`src/msf_consts.vh`:
```
// Constants for the fault reporting and drop event block.
`ifndef MSF_CONSTS_VH
`define MSF_CONSTS_VH
// ----------------------------------------------------------------------
// Register offsets
// ----------------------------------------------------------------------
`define MSF_ADDR_W 8
`define MSF_OFS_CRYPTO_ERROR_STATUS 8'h00
`define MSF_OFS_CRYPTO_IRQ_ENABLE 8'h04
`define MSF_OFS_SEQNUM_WARN_LIMIT 8'h08
`define MSF_OFS_TARGET_PN_LOW 8'h0C
`define MSF_OFS_TARGET_PN_HIGH 8'h10
`define MSF_OFS_TARGET_CONTEXT_INDEX 8'h14
`define MSF_OFS_PN_UPDATE_CTRL 8'h18
`define MSF_OFS_GLOBAL_FAIL_EVENT_MASK 8'h1C
`define MSF_OFS_ASSOC_FAIL_EVENT_MASK 8'h20
`define MSF_OFS_DEBUG_CTRL 8'h24
`define MSF_OFS_DROP_EVENT_STATUS 8'h28
`define MSF_OFS_LAST_FAULT_CODE 8'h2C
// ----------------------------------------------------------------------
// Field positions
// ----------------------------------------------------------------------
`define MSF_ST_INPUT 0
`define MSF_ST_OUTPUT 1
`define MSF_ST_PROC 2
`define MSF_ST_CONTEXT 3
`define MSF_ST_SEQ_THR 4
`define MSF_ST_FATAL 14
`define MSF_ST_IMPL_MASK 32'h0000401F
`define MSF_DROP_CLASS 0
`define MSF_DROP_CONSIST 1
`define MSF_DROP_POST 2
`define MSF_DROP_MTU 3
`define MSF_PNU_ENABLE 0
`define MSF_PNU_XPN 1
`define MSF_FC_RSVD 31
`define MSF_FC_HIT 30
`define MSF_FC_CTRL 26
`define MSF_GLB_W 18
`define MSF_SA_W 13
`define MSF_CTX_W 6
// ----------------------------------------------------------------------
// Reset values
// ----------------------------------------------------------------------
`define MSF_RST_SEQNUM_WARN_LIMIT 32'hF0000000
`define MSF_RST_IRQ_ENABLE 32'h00000000
`endif

```
`src/msf_fault_report.v`:
```
// Security fault reporting, drop events, PN update and FCS fault code insertion.
`timescale 1ns/10ps
`include "msf_consts.vh"

// Overview of operation
// [RULE_01] Status bit 0 flags a short protected packet shorter than its length field.
// [RULE_02] Status bits 1 and 14 flag output and fatal internal hardware faults.
// [RULE_03] Status bit 2 flags flow type disagreeing with the record direction.
// [RULE_04] Status bit 3 flags an invalid transform record, such as bad algorithms.
// [RULE_05] Status bit 4 warns that egress sequence number passed the limit; traffic continues.
// [RULE_06] Software reads status for the cause; writing ones clears those bits.
// [RULE_07] Software programs the warning limit and enables its interrupt first.
// [RULE_08] On warning software disables, clears, re-keys, then re-enables the interrupt.
// [RULE_09] Classification drop interrupt fires on a lookup drop action.
// [RULE_10] Consistency check drop interrupt fires on ingress consistency discards only.
// [RULE_11] Post-processing drop interrupt fires on non-MTU post-processing discards.
// [RULE_12] A separate MTU drop interrupt fires on MTU check discards.
// [RULE_13] Host writes target number, context index, then sets update enable.
// [RULE_14] Core raises context number only if lower, then clears the enable.
// [RULE_15] An equal or higher context number stays unchanged.
// [RULE_16] Global and association masks choose which events count as security failures.
// [RULE_17] With debug on, a failing frame carries a fault code with failing bit 31.
// [RULE_18] Bit 30 marks association hit; then bits 29:24 hold the pointer.
// [RULE_19] Without a hit, bits 25:24 give tag class; bit 26 marks control.
// [RULE_20] Bits 23:10 carry global events, bits 9:0 association events.
// [RULE_21] Ingress global vector positions 0 to 17 follow the fixed order.
// [RULE_22] Ingress association vector positions 0 to 12 follow the fixed order.
// [RULE_23] Egress global vector uses positions 0 to 8; 13:9 read zero.
// [RULE_24] Egress association vector uses positions 0 to 5; the rest read zero.
module msf_fault_report (
  input wire i_ref_clk,
  input wire i_rstn,
  input wire [`MSF_ADDR_W-1:0] i_addr,
  input wire [31:0] i_wdata,
  input wire i_wr,
  input wire i_rd,
  output reg [31:0] o_rdata,
  input wire i_err_input,
  input wire i_err_output,
  input wire i_err_proc,
  input wire i_err_context,
  input wire i_err_fatal,
  input wire i_egr_seq_valid,
  input wire [31:0] i_egr_seq,
  input wire i_ingress,
  input wire i_drop_class,
  input wire i_drop_consist,
  input wire i_drop_post,
  input wire i_drop_mtu,
  output reg o_crypto_irq,
  output reg o_drop_class_irq,
  output reg o_drop_consist_irq,
  output reg o_drop_post_irq,
  output reg o_drop_mtu_irq,
  input wire i_ctx_rd_valid,
  input wire [63:0] i_ctx_rd_pn,
  input wire i_ctx_wr_done,
  output reg o_ctx_rd_req,
  output reg o_ctx_wr_req,
  output reg [`MSF_CTX_W-1:0] o_ctx_index,
  output reg [63:0] o_ctx_wr_pn,
  input wire i_frm_valid,
  input wire i_frm_egress,
  input wire i_frm_sa_hit,
  input wire [`MSF_CTX_W-1:0] i_frm_sa_ptr,
  input wire i_frm_ctrl,
  input wire [1:0] i_frm_tag_class,
  input wire [`MSF_GLB_W-1:0] i_frm_glb_evt,
  input wire [`MSF_SA_W-1:0] i_frm_sa_evt,
  input wire [31:0] i_frm_fcs,
  output reg o_fcs_valid,
  output reg [31:0] o_fcs,
  output reg o_secfail
);
  // --------------------------------------------------------------------
  // Software registers
  // --------------------------------------------------------------------
  reg [31:0] crypto_error_status;
  reg [31:0] crypto_irq_enable;
  reg [31:0] seqnum_warn_limit;
  reg [31:0] target_pn_low;
  reg [31:0] target_pn_high;
  reg [`MSF_CTX_W-1:0] target_context_index;
  reg pn_xpn;
  reg [`MSF_GLB_W-1:0] global_fail_event_mask;
  reg [`MSF_SA_W-1:0] assoc_fail_event_mask;
  reg debug_enable;
  reg [3:0] drop_event_status;
  reg [31:0] last_fault_code;

  // --------------------------------------------------------------------
  // Event decode
  // --------------------------------------------------------------------
  reg [31:0] next_crypto_error_status;
  reg [3:0] next_drop_event_status;
  reg [31:0] crypto_set;
  reg [3:0] drop_set;
  wire wr_status;
  wire wr_drop;
  wire pnu_start;
  wire pnu_busy;
  wire pnu_rd_req;
  wire pnu_wr_req;
  wire [`MSF_CTX_W-1:0] pnu_ctx_index;
  wire [63:0] pnu_wr_pn;
  wire [31:0] fault_code;
  wire frm_secfail;

  assign wr_status = i_wr && (i_addr == `MSF_OFS_CRYPTO_ERROR_STATUS);
  assign wr_drop = i_wr && (i_addr == `MSF_OFS_DROP_EVENT_STATUS);
  // A write of the enable bit while an update runs is ignored.
  assign pnu_start = i_wr && (i_addr == `MSF_OFS_PN_UPDATE_CTRL)
                     && i_wdata[`MSF_PNU_ENABLE] && !pnu_busy; // [RULE_13]

  always @* begin
    crypto_set = 32'h00000000;
    crypto_set[`MSF_ST_INPUT] = i_err_input; // [RULE_01]
    crypto_set[`MSF_ST_OUTPUT] = i_err_output; // [RULE_02]
    crypto_set[`MSF_ST_FATAL] = i_err_fatal; // [RULE_02]
    crypto_set[`MSF_ST_PROC] = i_err_proc; // [RULE_03]
    crypto_set[`MSF_ST_CONTEXT] = i_err_context; // [RULE_04]
    // Only a warning: nothing here touches the frame path.
    crypto_set[`MSF_ST_SEQ_THR] = i_egr_seq_valid && (i_egr_seq > seqnum_warn_limit); // [RULE_05]
    drop_set = 4'h0;
    drop_set[`MSF_DROP_CLASS] = i_drop_class; // [RULE_09]
    drop_set[`MSF_DROP_CONSIST] = i_drop_consist && i_ingress; // [RULE_10]
    drop_set[`MSF_DROP_POST] = i_drop_post; // [RULE_11]
    drop_set[`MSF_DROP_MTU] = i_drop_mtu; // [RULE_12]
  end

  // --------------------------------------------------------------------
  // Sticky status with write-one-to-clear
  // --------------------------------------------------------------------
  always @* begin
    next_crypto_error_status = crypto_error_status;
    next_drop_event_status = drop_event_status;
    // A clear and a new event in the same cycle keep the bit set.
    if (wr_status) begin
      next_crypto_error_status = crypto_error_status & ~i_wdata; // [RULE_06]
    end
    if (wr_drop) begin
      next_drop_event_status = drop_event_status & ~i_wdata[3:0];
    end
    next_crypto_error_status = (next_crypto_error_status | crypto_set) & `MSF_ST_IMPL_MASK;
    next_drop_event_status = next_drop_event_status | drop_set;
  end

  always @(posedge i_ref_clk or negedge i_rstn) begin
    if (!i_rstn) begin
      crypto_error_status <= 32'h00000000;
      drop_event_status <= 4'h0;
    end else begin
      crypto_error_status <= next_crypto_error_status; // [RULE_06]
      drop_event_status <= next_drop_event_status;
    end
  end

  // --------------------------------------------------------------------
  // Register writes
  // --------------------------------------------------------------------
  always @(posedge i_ref_clk or negedge i_rstn) begin
    if (!i_rstn) begin
      crypto_irq_enable <= `MSF_RST_IRQ_ENABLE;
      seqnum_warn_limit <= `MSF_RST_SEQNUM_WARN_LIMIT;
      target_pn_low <= 32'h00000000;
      target_pn_high <= 32'h00000000;
      target_context_index <= {`MSF_CTX_W{1'b0}};
      pn_xpn <= 1'b0;
      global_fail_event_mask <= {`MSF_GLB_W{1'b0}};
      assoc_fail_event_mask <= {`MSF_SA_W{1'b0}};
      debug_enable <= 1'b0;
    end else if (i_wr) begin
      case (i_addr)
        `MSF_OFS_CRYPTO_IRQ_ENABLE: begin
          crypto_irq_enable <= i_wdata & `MSF_ST_IMPL_MASK;
        end
        `MSF_OFS_SEQNUM_WARN_LIMIT: begin
          seqnum_warn_limit <= i_wdata;
        end
        `MSF_OFS_TARGET_PN_LOW: begin
          target_pn_low <= i_wdata;
        end
        `MSF_OFS_TARGET_PN_HIGH: begin
          target_pn_high <= i_wdata;
        end
        `MSF_OFS_TARGET_CONTEXT_INDEX: begin
          target_context_index <= i_wdata[`MSF_CTX_W-1:0];
        end
        `MSF_OFS_PN_UPDATE_CTRL: begin
          pn_xpn <= i_wdata[`MSF_PNU_XPN];
        end
        `MSF_OFS_GLOBAL_FAIL_EVENT_MASK: begin
          global_fail_event_mask <= i_wdata[`MSF_GLB_W-1:0]; // [RULE_16]
        end
        `MSF_OFS_ASSOC_FAIL_EVENT_MASK: begin
          assoc_fail_event_mask <= i_wdata[`MSF_SA_W-1:0]; // [RULE_16]
        end
        `MSF_OFS_DEBUG_CTRL: begin
          debug_enable <= i_wdata[0];
        end
        default: begin
          debug_enable <= debug_enable;
        end
      endcase
    end
  end

  // --------------------------------------------------------------------
  // Register reads, data in the cycle after the strobe
  // --------------------------------------------------------------------
  always @(posedge i_ref_clk or negedge i_rstn) begin
    if (!i_rstn) begin
      o_rdata <= 32'h00000000;
    end else if (i_rd) begin
      case (i_addr)
        `MSF_OFS_CRYPTO_ERROR_STATUS: o_rdata <= crypto_error_status; // [RULE_06]
        `MSF_OFS_CRYPTO_IRQ_ENABLE: o_rdata <= crypto_irq_enable;
        `MSF_OFS_SEQNUM_WARN_LIMIT: o_rdata <= seqnum_warn_limit;
        `MSF_OFS_TARGET_PN_LOW: o_rdata <= target_pn_low;
        `MSF_OFS_TARGET_PN_HIGH: o_rdata <= target_pn_high;
        `MSF_OFS_TARGET_CONTEXT_INDEX: o_rdata <= {26'h0000000, target_context_index};
        `MSF_OFS_PN_UPDATE_CTRL: o_rdata <= {30'h00000000, pn_xpn, pnu_busy}; // [RULE_14]
        `MSF_OFS_GLOBAL_FAIL_EVENT_MASK: o_rdata <= {14'h0000, global_fail_event_mask};
        `MSF_OFS_ASSOC_FAIL_EVENT_MASK: o_rdata <= {19'h00000, assoc_fail_event_mask};
        `MSF_OFS_DEBUG_CTRL: o_rdata <= {31'h00000000, debug_enable};
        `MSF_OFS_DROP_EVENT_STATUS: o_rdata <= {28'h0000000, drop_event_status};
        `MSF_OFS_LAST_FAULT_CODE: o_rdata <= last_fault_code;
        default: o_rdata <= 32'h00000000;
      endcase
    end else begin
      o_rdata <= 32'h00000000;
    end
  end

  // --------------------------------------------------------------------
  // Interrupt outputs
  // --------------------------------------------------------------------
  // Outputs follow the next status value so they line up with the status register.
  always @(posedge i_ref_clk or negedge i_rstn) begin
    if (!i_rstn) begin
      o_crypto_irq <= 1'b0;
      o_drop_class_irq <= 1'b0;
      o_drop_consist_irq <= 1'b0;
      o_drop_post_irq <= 1'b0;
      o_drop_mtu_irq <= 1'b0;
    end else begin
      o_crypto_irq <= |(next_crypto_error_status & crypto_irq_enable);
      o_drop_class_irq <= next_drop_event_status[`MSF_DROP_CLASS]; // [RULE_09]
      o_drop_consist_irq <= next_drop_event_status[`MSF_DROP_CONSIST]; // [RULE_10]
      o_drop_post_irq <= next_drop_event_status[`MSF_DROP_POST]; // [RULE_11]
      o_drop_mtu_irq <= next_drop_event_status[`MSF_DROP_MTU]; // [RULE_12]
    end
  end

  // --------------------------------------------------------------------
  // Next packet number update
  // --------------------------------------------------------------------
  msf_pn_update u_pn_update (
    .i_ref_clk(i_ref_clk),
    .i_rstn(i_rstn),
    .i_start(pnu_start),
    .i_xpn(i_wdata[`MSF_PNU_XPN]),
    .i_pn_low(target_pn_low),
    .i_pn_high(target_pn_high),
    .i_ctx_index(target_context_index),
    .i_rd_valid(i_ctx_rd_valid),
    .i_rd_pn(i_ctx_rd_pn),
    .i_wr_done(i_ctx_wr_done),
    .o_busy(pnu_busy),
    .o_rd_req(pnu_rd_req),
    .o_wr_req(pnu_wr_req),
    .o_ctx_index(pnu_ctx_index),
    .o_wr_pn(pnu_wr_pn),
    .o_raised()
  );

  always @* begin
    o_ctx_rd_req = pnu_rd_req;
    o_ctx_wr_req = pnu_wr_req;
    o_ctx_index = pnu_ctx_index;
    o_ctx_wr_pn = pnu_wr_pn;
  end

  // --------------------------------------------------------------------
  // Security failure and FCS fault code
  // --------------------------------------------------------------------
  assign frm_secfail = |(i_frm_glb_evt & global_fail_event_mask)
                       || |(i_frm_sa_evt & assoc_fail_event_mask); // [RULE_16]

  msf_fault_code u_fault_code (
    .i_egress(i_frm_egress),
    .i_sa_hit(i_frm_sa_hit),
    .i_sa_ptr(i_frm_sa_ptr),
    .i_ctrl_frame(i_frm_ctrl),
    .i_tag_class(i_frm_tag_class),
    .i_glb_evt(i_frm_glb_evt),
    .i_sa_evt(i_frm_sa_evt),
    .i_fcs_msb(i_frm_fcs[31]),
    .o_code(fault_code)
  );

  always @(posedge i_ref_clk or negedge i_rstn) begin
    if (!i_rstn) begin
      o_fcs_valid <= 1'b0;
      o_fcs <= 32'h00000000;
      o_secfail <= 1'b0;
      last_fault_code <= 32'h00000000;
    end else begin
      o_fcs_valid <= i_frm_valid;
      o_secfail <= i_frm_valid && frm_secfail;
      if (i_frm_valid && frm_secfail && debug_enable) begin
        o_fcs <= fault_code; // [RULE_17]
        last_fault_code <= fault_code;
      end else if (i_frm_valid) begin
        o_fcs <= i_frm_fcs;
      end
    end
  end
endmodule // msf_fault_report

```
`src/msf_fault_code.v`:
```
// Packs the 32-bit debug fault code that replaces the FCS of a failing frame.
`timescale 1ns/10ps
`include "msf_consts.vh"
module msf_fault_code (
  input wire i_egress,
  input wire i_sa_hit,
  input wire [`MSF_CTX_W-1:0] i_sa_ptr,
  input wire i_ctrl_frame,
  input wire [1:0] i_tag_class,
  input wire [`MSF_GLB_W-1:0] i_glb_evt,
  input wire [`MSF_SA_W-1:0] i_sa_evt,
  input wire i_fcs_msb,
  output reg [31:0] o_code
);
  reg [13:0] glb_field;
  reg [9:0] sa_field;
  reg [5:0] id_field;

  always @* begin
    // Egress global vector uses 9 positions; the rest reads as zero.
    if (i_egress) begin
      glb_field = {5'h00, i_glb_evt[8:0]}; // [RULE_23]
      sa_field = {4'h0, i_sa_evt[5:0]}; // [RULE_24]
    end else begin
      // Ingress vectors are wider than the fields; the low positions are kept.
      glb_field = i_glb_evt[13:0]; // [RULE_21]
      sa_field = i_sa_evt[9:0]; // [RULE_22]
    end
    if (i_sa_hit) begin
      id_field = i_sa_ptr; // [RULE_18]
    end else begin
      id_field = {3'h0, i_ctrl_frame, i_tag_class}; // [RULE_19]
    end
    // Inverting the true top bit guarantees a receiver FCS mismatch.
    o_code = {~i_fcs_msb, i_sa_hit, id_field, glb_field, sa_field}; // [RULE_17] [RULE_20]
  end
endmodule // msf_fault_code

```
`src/msf_pn_update.v`:
```
// Ingress next packet number update sequencer toward the context store.
`timescale 1ns/10ps
`include "msf_consts.vh"
module msf_pn_update (
  input wire i_ref_clk,
  input wire i_rstn,
  input wire i_start,
  input wire i_xpn,
  input wire [31:0] i_pn_low,
  input wire [31:0] i_pn_high,
  input wire [`MSF_CTX_W-1:0] i_ctx_index,
  input wire i_rd_valid,
  input wire [63:0] i_rd_pn,
  input wire i_wr_done,
  output reg o_busy,
  output reg o_rd_req,
  output reg o_wr_req,
  output reg [`MSF_CTX_W-1:0] o_ctx_index,
  output reg [63:0] o_wr_pn,
  output reg o_raised
);
  localparam [1:0] ST_IDLE = 2'b00;
  localparam [1:0] ST_READ = 2'b01;
  localparam [1:0] ST_WRITE = 2'b10;
  reg [1:0] state;
  reg xpn;
  wire [63:0] cur_pn;

  assign cur_pn = xpn ? i_rd_pn : {32'h00000000, i_rd_pn[31:0]};

  always @(posedge i_ref_clk or negedge i_rstn) begin
    if (!i_rstn) begin
      state <= ST_IDLE;
      o_busy <= 1'b0;
      o_rd_req <= 1'b0;
      o_wr_req <= 1'b0;
      o_ctx_index <= {`MSF_CTX_W{1'b0}};
      o_wr_pn <= 64'h0000000000000000;
      o_raised <= 1'b0;
      xpn <= 1'b0;
    end else begin
      o_raised <= 1'b0;
      case (state)
        ST_IDLE: begin
          if (i_start) begin
            o_busy <= 1'b1;
            o_rd_req <= 1'b1;
            o_ctx_index <= i_ctx_index;
            xpn <= i_xpn;
            o_wr_pn <= i_xpn ? {i_pn_high, i_pn_low} : {32'h00000000, i_pn_low}; // [RULE_13]
            state <= ST_READ;
          end
        end
        ST_READ: begin
          if (i_rd_valid) begin
            o_rd_req <= 1'b0;
            if (cur_pn < o_wr_pn) begin
              o_wr_req <= 1'b1; // [RULE_14]
              state <= ST_WRITE;
            end else begin
              o_busy <= 1'b0; // [RULE_15]
              state <= ST_IDLE;
            end
          end
        end
        ST_WRITE: begin
          if (i_wr_done) begin
            o_wr_req <= 1'b0;
            o_busy <= 1'b0; // [RULE_14]
            o_raised <= 1'b1;
            state <= ST_IDLE;
          end
        end
        default: begin
          state <= ST_IDLE;
        end
      endcase
    end
  end
endmodule // msf_pn_update

```
`config.mk`:
```
export PLATFORM = sky130hd
export DESIGN_NAME = msf_fault_report
export DESIGN_NICKNAME = d
export VERILOG_FILES = /design/src/msf_fault_report.v /design/src/msf_fault_code.v /design/src/msf_pn_update.v
export VERILOG_INCLUDE_DIRS = /design/src
export SDC_FILE = /design/constraint.sdc
export NUM_CORES = 1
export LEC_CHECK = 0
export BUFFER_PORTS_ARGS = -buffer_cell sky130_fd_sc_hd__buf_4
export CORE_MARGIN = 3
export CORE_UTILIZATION = 30
export DETAILED_ROUTE_END_ITERATION = 7
export GPL_ROUTABILITY_DRIVEN = 0
export PLACE_DENSITY_LB_ADDON = 0.05
export SYNTH_ARGS = -nofsm -noshare
export SYNTH_HDL_FRONTEND = slang
export SYNTH_HIERARCHICAL = 1
export SYNTH_SLANG_ARGS = --single-unit
```
`constraint.sdc`:
```
create_clock -name i_ref_clk -period 3.15 [get_ports i_ref_clk]
set_input_delay 0.4725 -clock i_ref_clk [delete_from_list [all_inputs] [get_ports i_ref_clk]]
set_output_delay 0.4725 -clock i_ref_clk [all_outputs]
set_load 0.02 [all_outputs]
```
# [Word-level counts from Yosys, hierarchy flattened]
# Index checks and enable logic that the tools add are counted.
[op_classes] order_cmp=2 add_sub_neg=0 shifts=0 n_mul=0 n_mux=26 eq_ne=18 bitwise=10 reduce_logical=34 div_mod_pow=0
[ops] cell="$pmux W32 S12" n=1
[ops] cell="$mux W64" n=2
[ops] cell="$mux W32" n=3
[ops] cell="$lt A64 B64 Y1" n=1
[ops] cell="$eq A8 B5 Y1 const B" n=4
[ops] cell="$eq A8 B6 Y1 const B" n=4
[ops] cell="$gt A32 B32 Y1" n=1
[ops] cell="$reduce_or A32 Y1" n=1
[ops] cell="$and A15 B15 Y15" n=2
[ops] cell="$reduce_and A2 Y1" n=10
[ops] cell="$and A18 B18 Y18" n=1
[ops] cell="$reduce_or A18 Y1" n=1
[ops] cell="$eq A8 B4 Y1 const B" n=2
[ops] cell="$mux W15" n=1
[ops] cell="$not A15 Y15" n=1
[ops] cell="$or A15 B15 Y15" n=1
[ops] cell="$mux W14" n=1
[ops] cell="$and A13 B13 Y13" n=1
[ops] cell="$reduce_or A13 Y1" n=1
[ops] cell="$mux W10" n=1
[ops] cell="$logic_and A1 B1 Y1" n=9
[ops] cell="$eq A8 B3 Y1 const B" n=1
[ops] cell="$logic_not A8 Y1" n=1
[ops] cell="$mux W2" n=4
[ops] cell="other kinds (22)" n=35
[totals] regBits=330 ramBits=0 wordCells=118 memories=0 output_inout_bits=143 inputBits=228 latchBits=0 mem_bits_ro=0

# [Longest topological paths before layout]
[logic_depth] depth_word=6 depth_mapped=10 depth_no_buf=9

# [Hierarchy]
# Netlist, hierarchy kept.
[by_module_without_submodules] mod="msf_fault_report" area_per_inst_um2=11350.9 cells_each=990 instances=1 seq_area_each_um2=6261.0
[by_module_without_submodules] mod="msf_pn_update" area_per_inst_um2=4847.1 cells_each=514 instances=1 seq_area_each_um2=1926.8
[by_module_without_submodules] mod="msf_fault_code" area_per_inst_um2=236.5 cells_each=32 instances=1 seq_area_each_um2=0.0

# [Worst setup path before layout]
# OpenSTA, ideal clock, no wires.
[synth_timing] kind="input to register" from="input i_addr[1]" to="register u_pn_update.o_wr_pn[10]" slack_ns=0.501 arrival_time_ns=2.524 required_time_ns=3.025 setup_time_ns=0.125 path_buffers=3 cell_stages=8 cell_sequence="nor4b_1 clkbuf_1 nand3_1 nor3b_1 nand2_1 clkbuf_1 clkbuf_1 mux2_2"
[synth_between] elab_chain_len=5
[synth_lines] item="start: declaration" line="msf_fault_report.v:33" source="input wire [`MSF_ADDR_W-1:0] i_addr,"
[synth_lines] item="$eq A8 B5 Y1"
[synth_lines] item="$logic_and A1 B1 Y1 (3 in series)" line="msf_fault_report.v:112" source="assign pnu_start = i_wr && (i_addr == `MSF_OFS_PN_UPDATE_CTRL)"
[synth_lines] item="net pnu_start" line="msf_fault_report.v:100" source="wire pnu_start;"
[synth_lines] item="$reduce_and A2 Y1 (no source line)"
[synth_lines] item="end signal: assignment" line="msf_pn_update.v:50" source="o_wr_pn <= i_xpn ? {i_pn_high, i_pn_low} : {32'h00000000, i_pn_low};"
[synth_lines] item="end: declaration" line="msf_pn_update.v:19" source="output reg [63:0] o_wr_pn,"
# The timed path passes the listed nets, and every way through them passes these cells.
# A chain may end at the register's enable or synchronous reset.

# [Final worst setup path]
[layout_timing] from="register u_pn_update.xpn" to="register u_pn_update.o_wr_req"
[layout_between] elab_chain_len=4
[layout_lines] item="start: declaration" line="msf_pn_update.v:26" source="reg xpn;"
[layout_lines] item="start signal: assignment" line="msf_pn_update.v:49" source="xpn <= i_xpn;"
[layout_lines] item="$mux W64" line="msf_pn_update.v:29" source="assign cur_pn = xpn ? i_rd_pn : {32'h00000000, i_rd_pn[31:0]};"
[layout_lines] item="$lt A64 B64 Y1" line="msf_pn_update.v:57" source="if (cur_pn < o_wr_pn) begin"
[layout_lines] item="$ne A2 B1 Y1 (no source line)"
[layout_lines] item="$reduce_and A4 Y1 (no source line)"
[layout_lines] item="end signal: assignment" line="msf_pn_update.v:36" source="o_wr_req <= 1'b0;"
[layout_lines] item="end signal: assignment" line="msf_pn_update.v:58" source="o_wr_req <= 1'b1;"
[layout_lines] item="end signal: assignment" line="msf_pn_update.v:68" source="o_wr_req <= 1'b0;"
[layout_lines] item="end: declaration" line="msf_pn_update.v:17" source="output reg o_wr_req,"
# Every way passes these cells.

==> run summary <==
Unrepaired setup endpoints after global routing -> false
Area growth syn-to-layout -> 29.8%
Die height -> 240 um
Critical path buffer and inverter count -> 0
Status -> finished, final reports clean
Root Buffer -> clkbuf_16
# nets final -> 2220
Slowest-stage cell, CP -> nor4_2
Vias in the first global route -> 13.6k
Die W -> 240 um
Lkg Pwr -> 10.3 nW
Worst-Skew Late Latency -> 0.55 ns
Gr usage total -> 0.217
Die area -> 57500 um^2
Share of cells above drive strength 1 -> 0.350
Placed Area -> 20100 um^2
WP data required -> 3.59 ns
Setup violations, final -> 0
Pwr Density -> 471 nW/um^2
Routed WL per cell -> 24.1 um
First-pass DRT Iterations -> 5
Core area -> 53900 um^2
Final cycle utilization of the critical path -> 0.905
Design area -> 21300 um^2
Cells along the critical path -> and2_1 -> ha_1 -> nand4_1 -> nor4_2 -> o311a_1 -> o211ai_2 -> a41o_1 -> a32o_1
Crit Path Max Fanout -> 16
Hold path depth -> 2
Slew HR -> 0.480
Final Non-Filler Cells -> 2617
Syn nets -> 1860
Post-layout util -> 0.395
Setup_tns -> 0 ns
Ports -> 371
Post-route clock skew -> 0.0133 ns
Post-DP HPWL -> 48600 um
CP max stage delay -> 0.56 ns
First-pass GRT wire length -> 92100 um
VDD IR-drop max -> 0.376 mV
Worst hold path type -> in -> reg
Final Hold Viols -> 0
FF-to-FF setup slack -> 0.30 ns
Fmax -> 0.351 GHz
Starting Density -> 0.304
# Post-CTS Setup Buffers -> 0
Clock sinks -> 326
Buffers on Ports -> 370
Max Cap Viol -> 0
Slew Limit Fails -> 0
CTS tree -> yes
Vias per inst -> 5.07
FP Rows -> 85
Synth Instances -> 1534
DRT Wirelength -> 63100 um
DRT iter0 DRCs -> 893
CTS clk-pin slew, worst paths -> 0.06 ns
Synth warn -> 6
Cts bufs inserted -> 39
CP Capture Type -> flip-flop
Synth Area per Inst -> 10.7 um^2
Hold-fix buffers at CTS -> 1
Top delay family on crit path -> simple AND/OR/NAND/NOR gates
Grt ovf -> 0
CP Depth -> 8
WS Path Type -> reg -> reg
Antenna-violating nets left -> 0
Minimum clock period -> 2.85 ns
Worst setup SP type -> flip-flop
CTS max path bufs -> 3
CP Data Arrival Time -> 3.28 ns
Post-cts gate resize count -> 0
Placed insts -> 2548
Largest net degree at the start of global routing -> 78
Vias -> 13.3k
Mapped cell area -> 16400 um^2
H-tree depth -> 2
Initial antenna violation count -> 3
DRC viols -> 0
Worst slew pin tran -> 0.777 ns
R2R depth -> 8
cells in the final DEF, fill, tap and decap left out, types with 5 or more instances in the layout:
cell type and instances:
buf_4 401, dfrtp_1 322, nand2_1 219, mux2_2 179, inv_1 138, ha_1 98, a21oi_1 93, a22oi_1 56
o21ai_0 53, clkbuf_16 41, and2_1 40, o22ai_1 31, nand4_1 21, a22o_1 18, a21o_1 17, nand3_1 14
a222oi_1 13, a31oi_1 13, a221oi_1 12, nor2b_1 12, nor2_1 10, clkbuf_1 10, buf_12 10, clkinv_2 7
and3_1 5, nor3_1 5, a221o_1 5, clkbuf_8 5
layer usage:
metal / vias up / part of all wire / routed length [um] / track usage
li1: 6140 / - / - / -
met1: 6638 / 0.47 / 29600 / 0.313
met2: 416 / 0.44 / 27800 / 0.332
met3: 64 / 0.069 / 4360 / 0.0510
met4: 2 / 0.021 / 1300 / 0.0495
met5: - / 0.00027 / 17 / 0
path summary, 6_finish.rpt:
path | startpoint | endpoint
min in group asynchronous | i_rstn | u_pn_update/o_wr_pn[25]$_DFFE_PN0P_
max reg2reg | u_pn_update/xpn$_DFFE_PN0P_ | u_pn_update/o_wr_req$_DFFE_PN0P_
min | i_drop_class | drop_event_status[0]$_DFF_PN0_
max | u_pn_update/xpn$_DFFE_PN0P_ | u_pn_update/o_wr_req$_DFFE_PN0P_
min reg2reg | last_fault_code[28]$_DFFE_PN0P_ | last_fault_code[28]$_DFFE_PN0P_
max in group asynchronous | i_rstn | crypto_irq_enable[4]$_DFFE_PN0P_
state kept, by name, indices dropped and copies added (netlist names), 13 cells and up:
register	flops
assoc_fail_event_mask	13
last_fault_code	32
u_pn_update/o_wr_pn	64
o_rdata	32
o_fcs	32
seqnum_warn_limit	32
target_pn_high	32
target_pn_low	32
global_fail_event_mask	18
cell type report:
class	count	area, um^2
timing repair buffer	413	3240
clock inverter	10	80.1
fill	5404	32600
sequential	326	8160
multi-input combinational	976	7290
antenna	2	5.00
clock buffer	56	1130
inverter	138	518
tap	696	871
stage by stage:
stage | total power [mW] | hold slack [ns] | worst slack, ns
floorplan | 5.03 | 0.177 | 0.501
global placement | 5.71 | 0.468 | 0.153
CTS | 10.2 | 0.0604 | 0.195
global route | 10.5 | 0.0692 | 0.117
finish | 10.0 | 0.0947 | 0.301
detailed placement | 5.73 | 0.463 | 0.144
power breakdown:
part / total, mW / internal [mW] / switching [mW] / leakage (nW)
clock network: 4.40 / 2.57 / 1.83 / 0.595
logic: 1.04 / 0.491 / 0.546 / 5.33
registers: 4.61 / 4.39 / 0.212 / 4.35
Note: power is estimated with default switching activity, not from simulation.
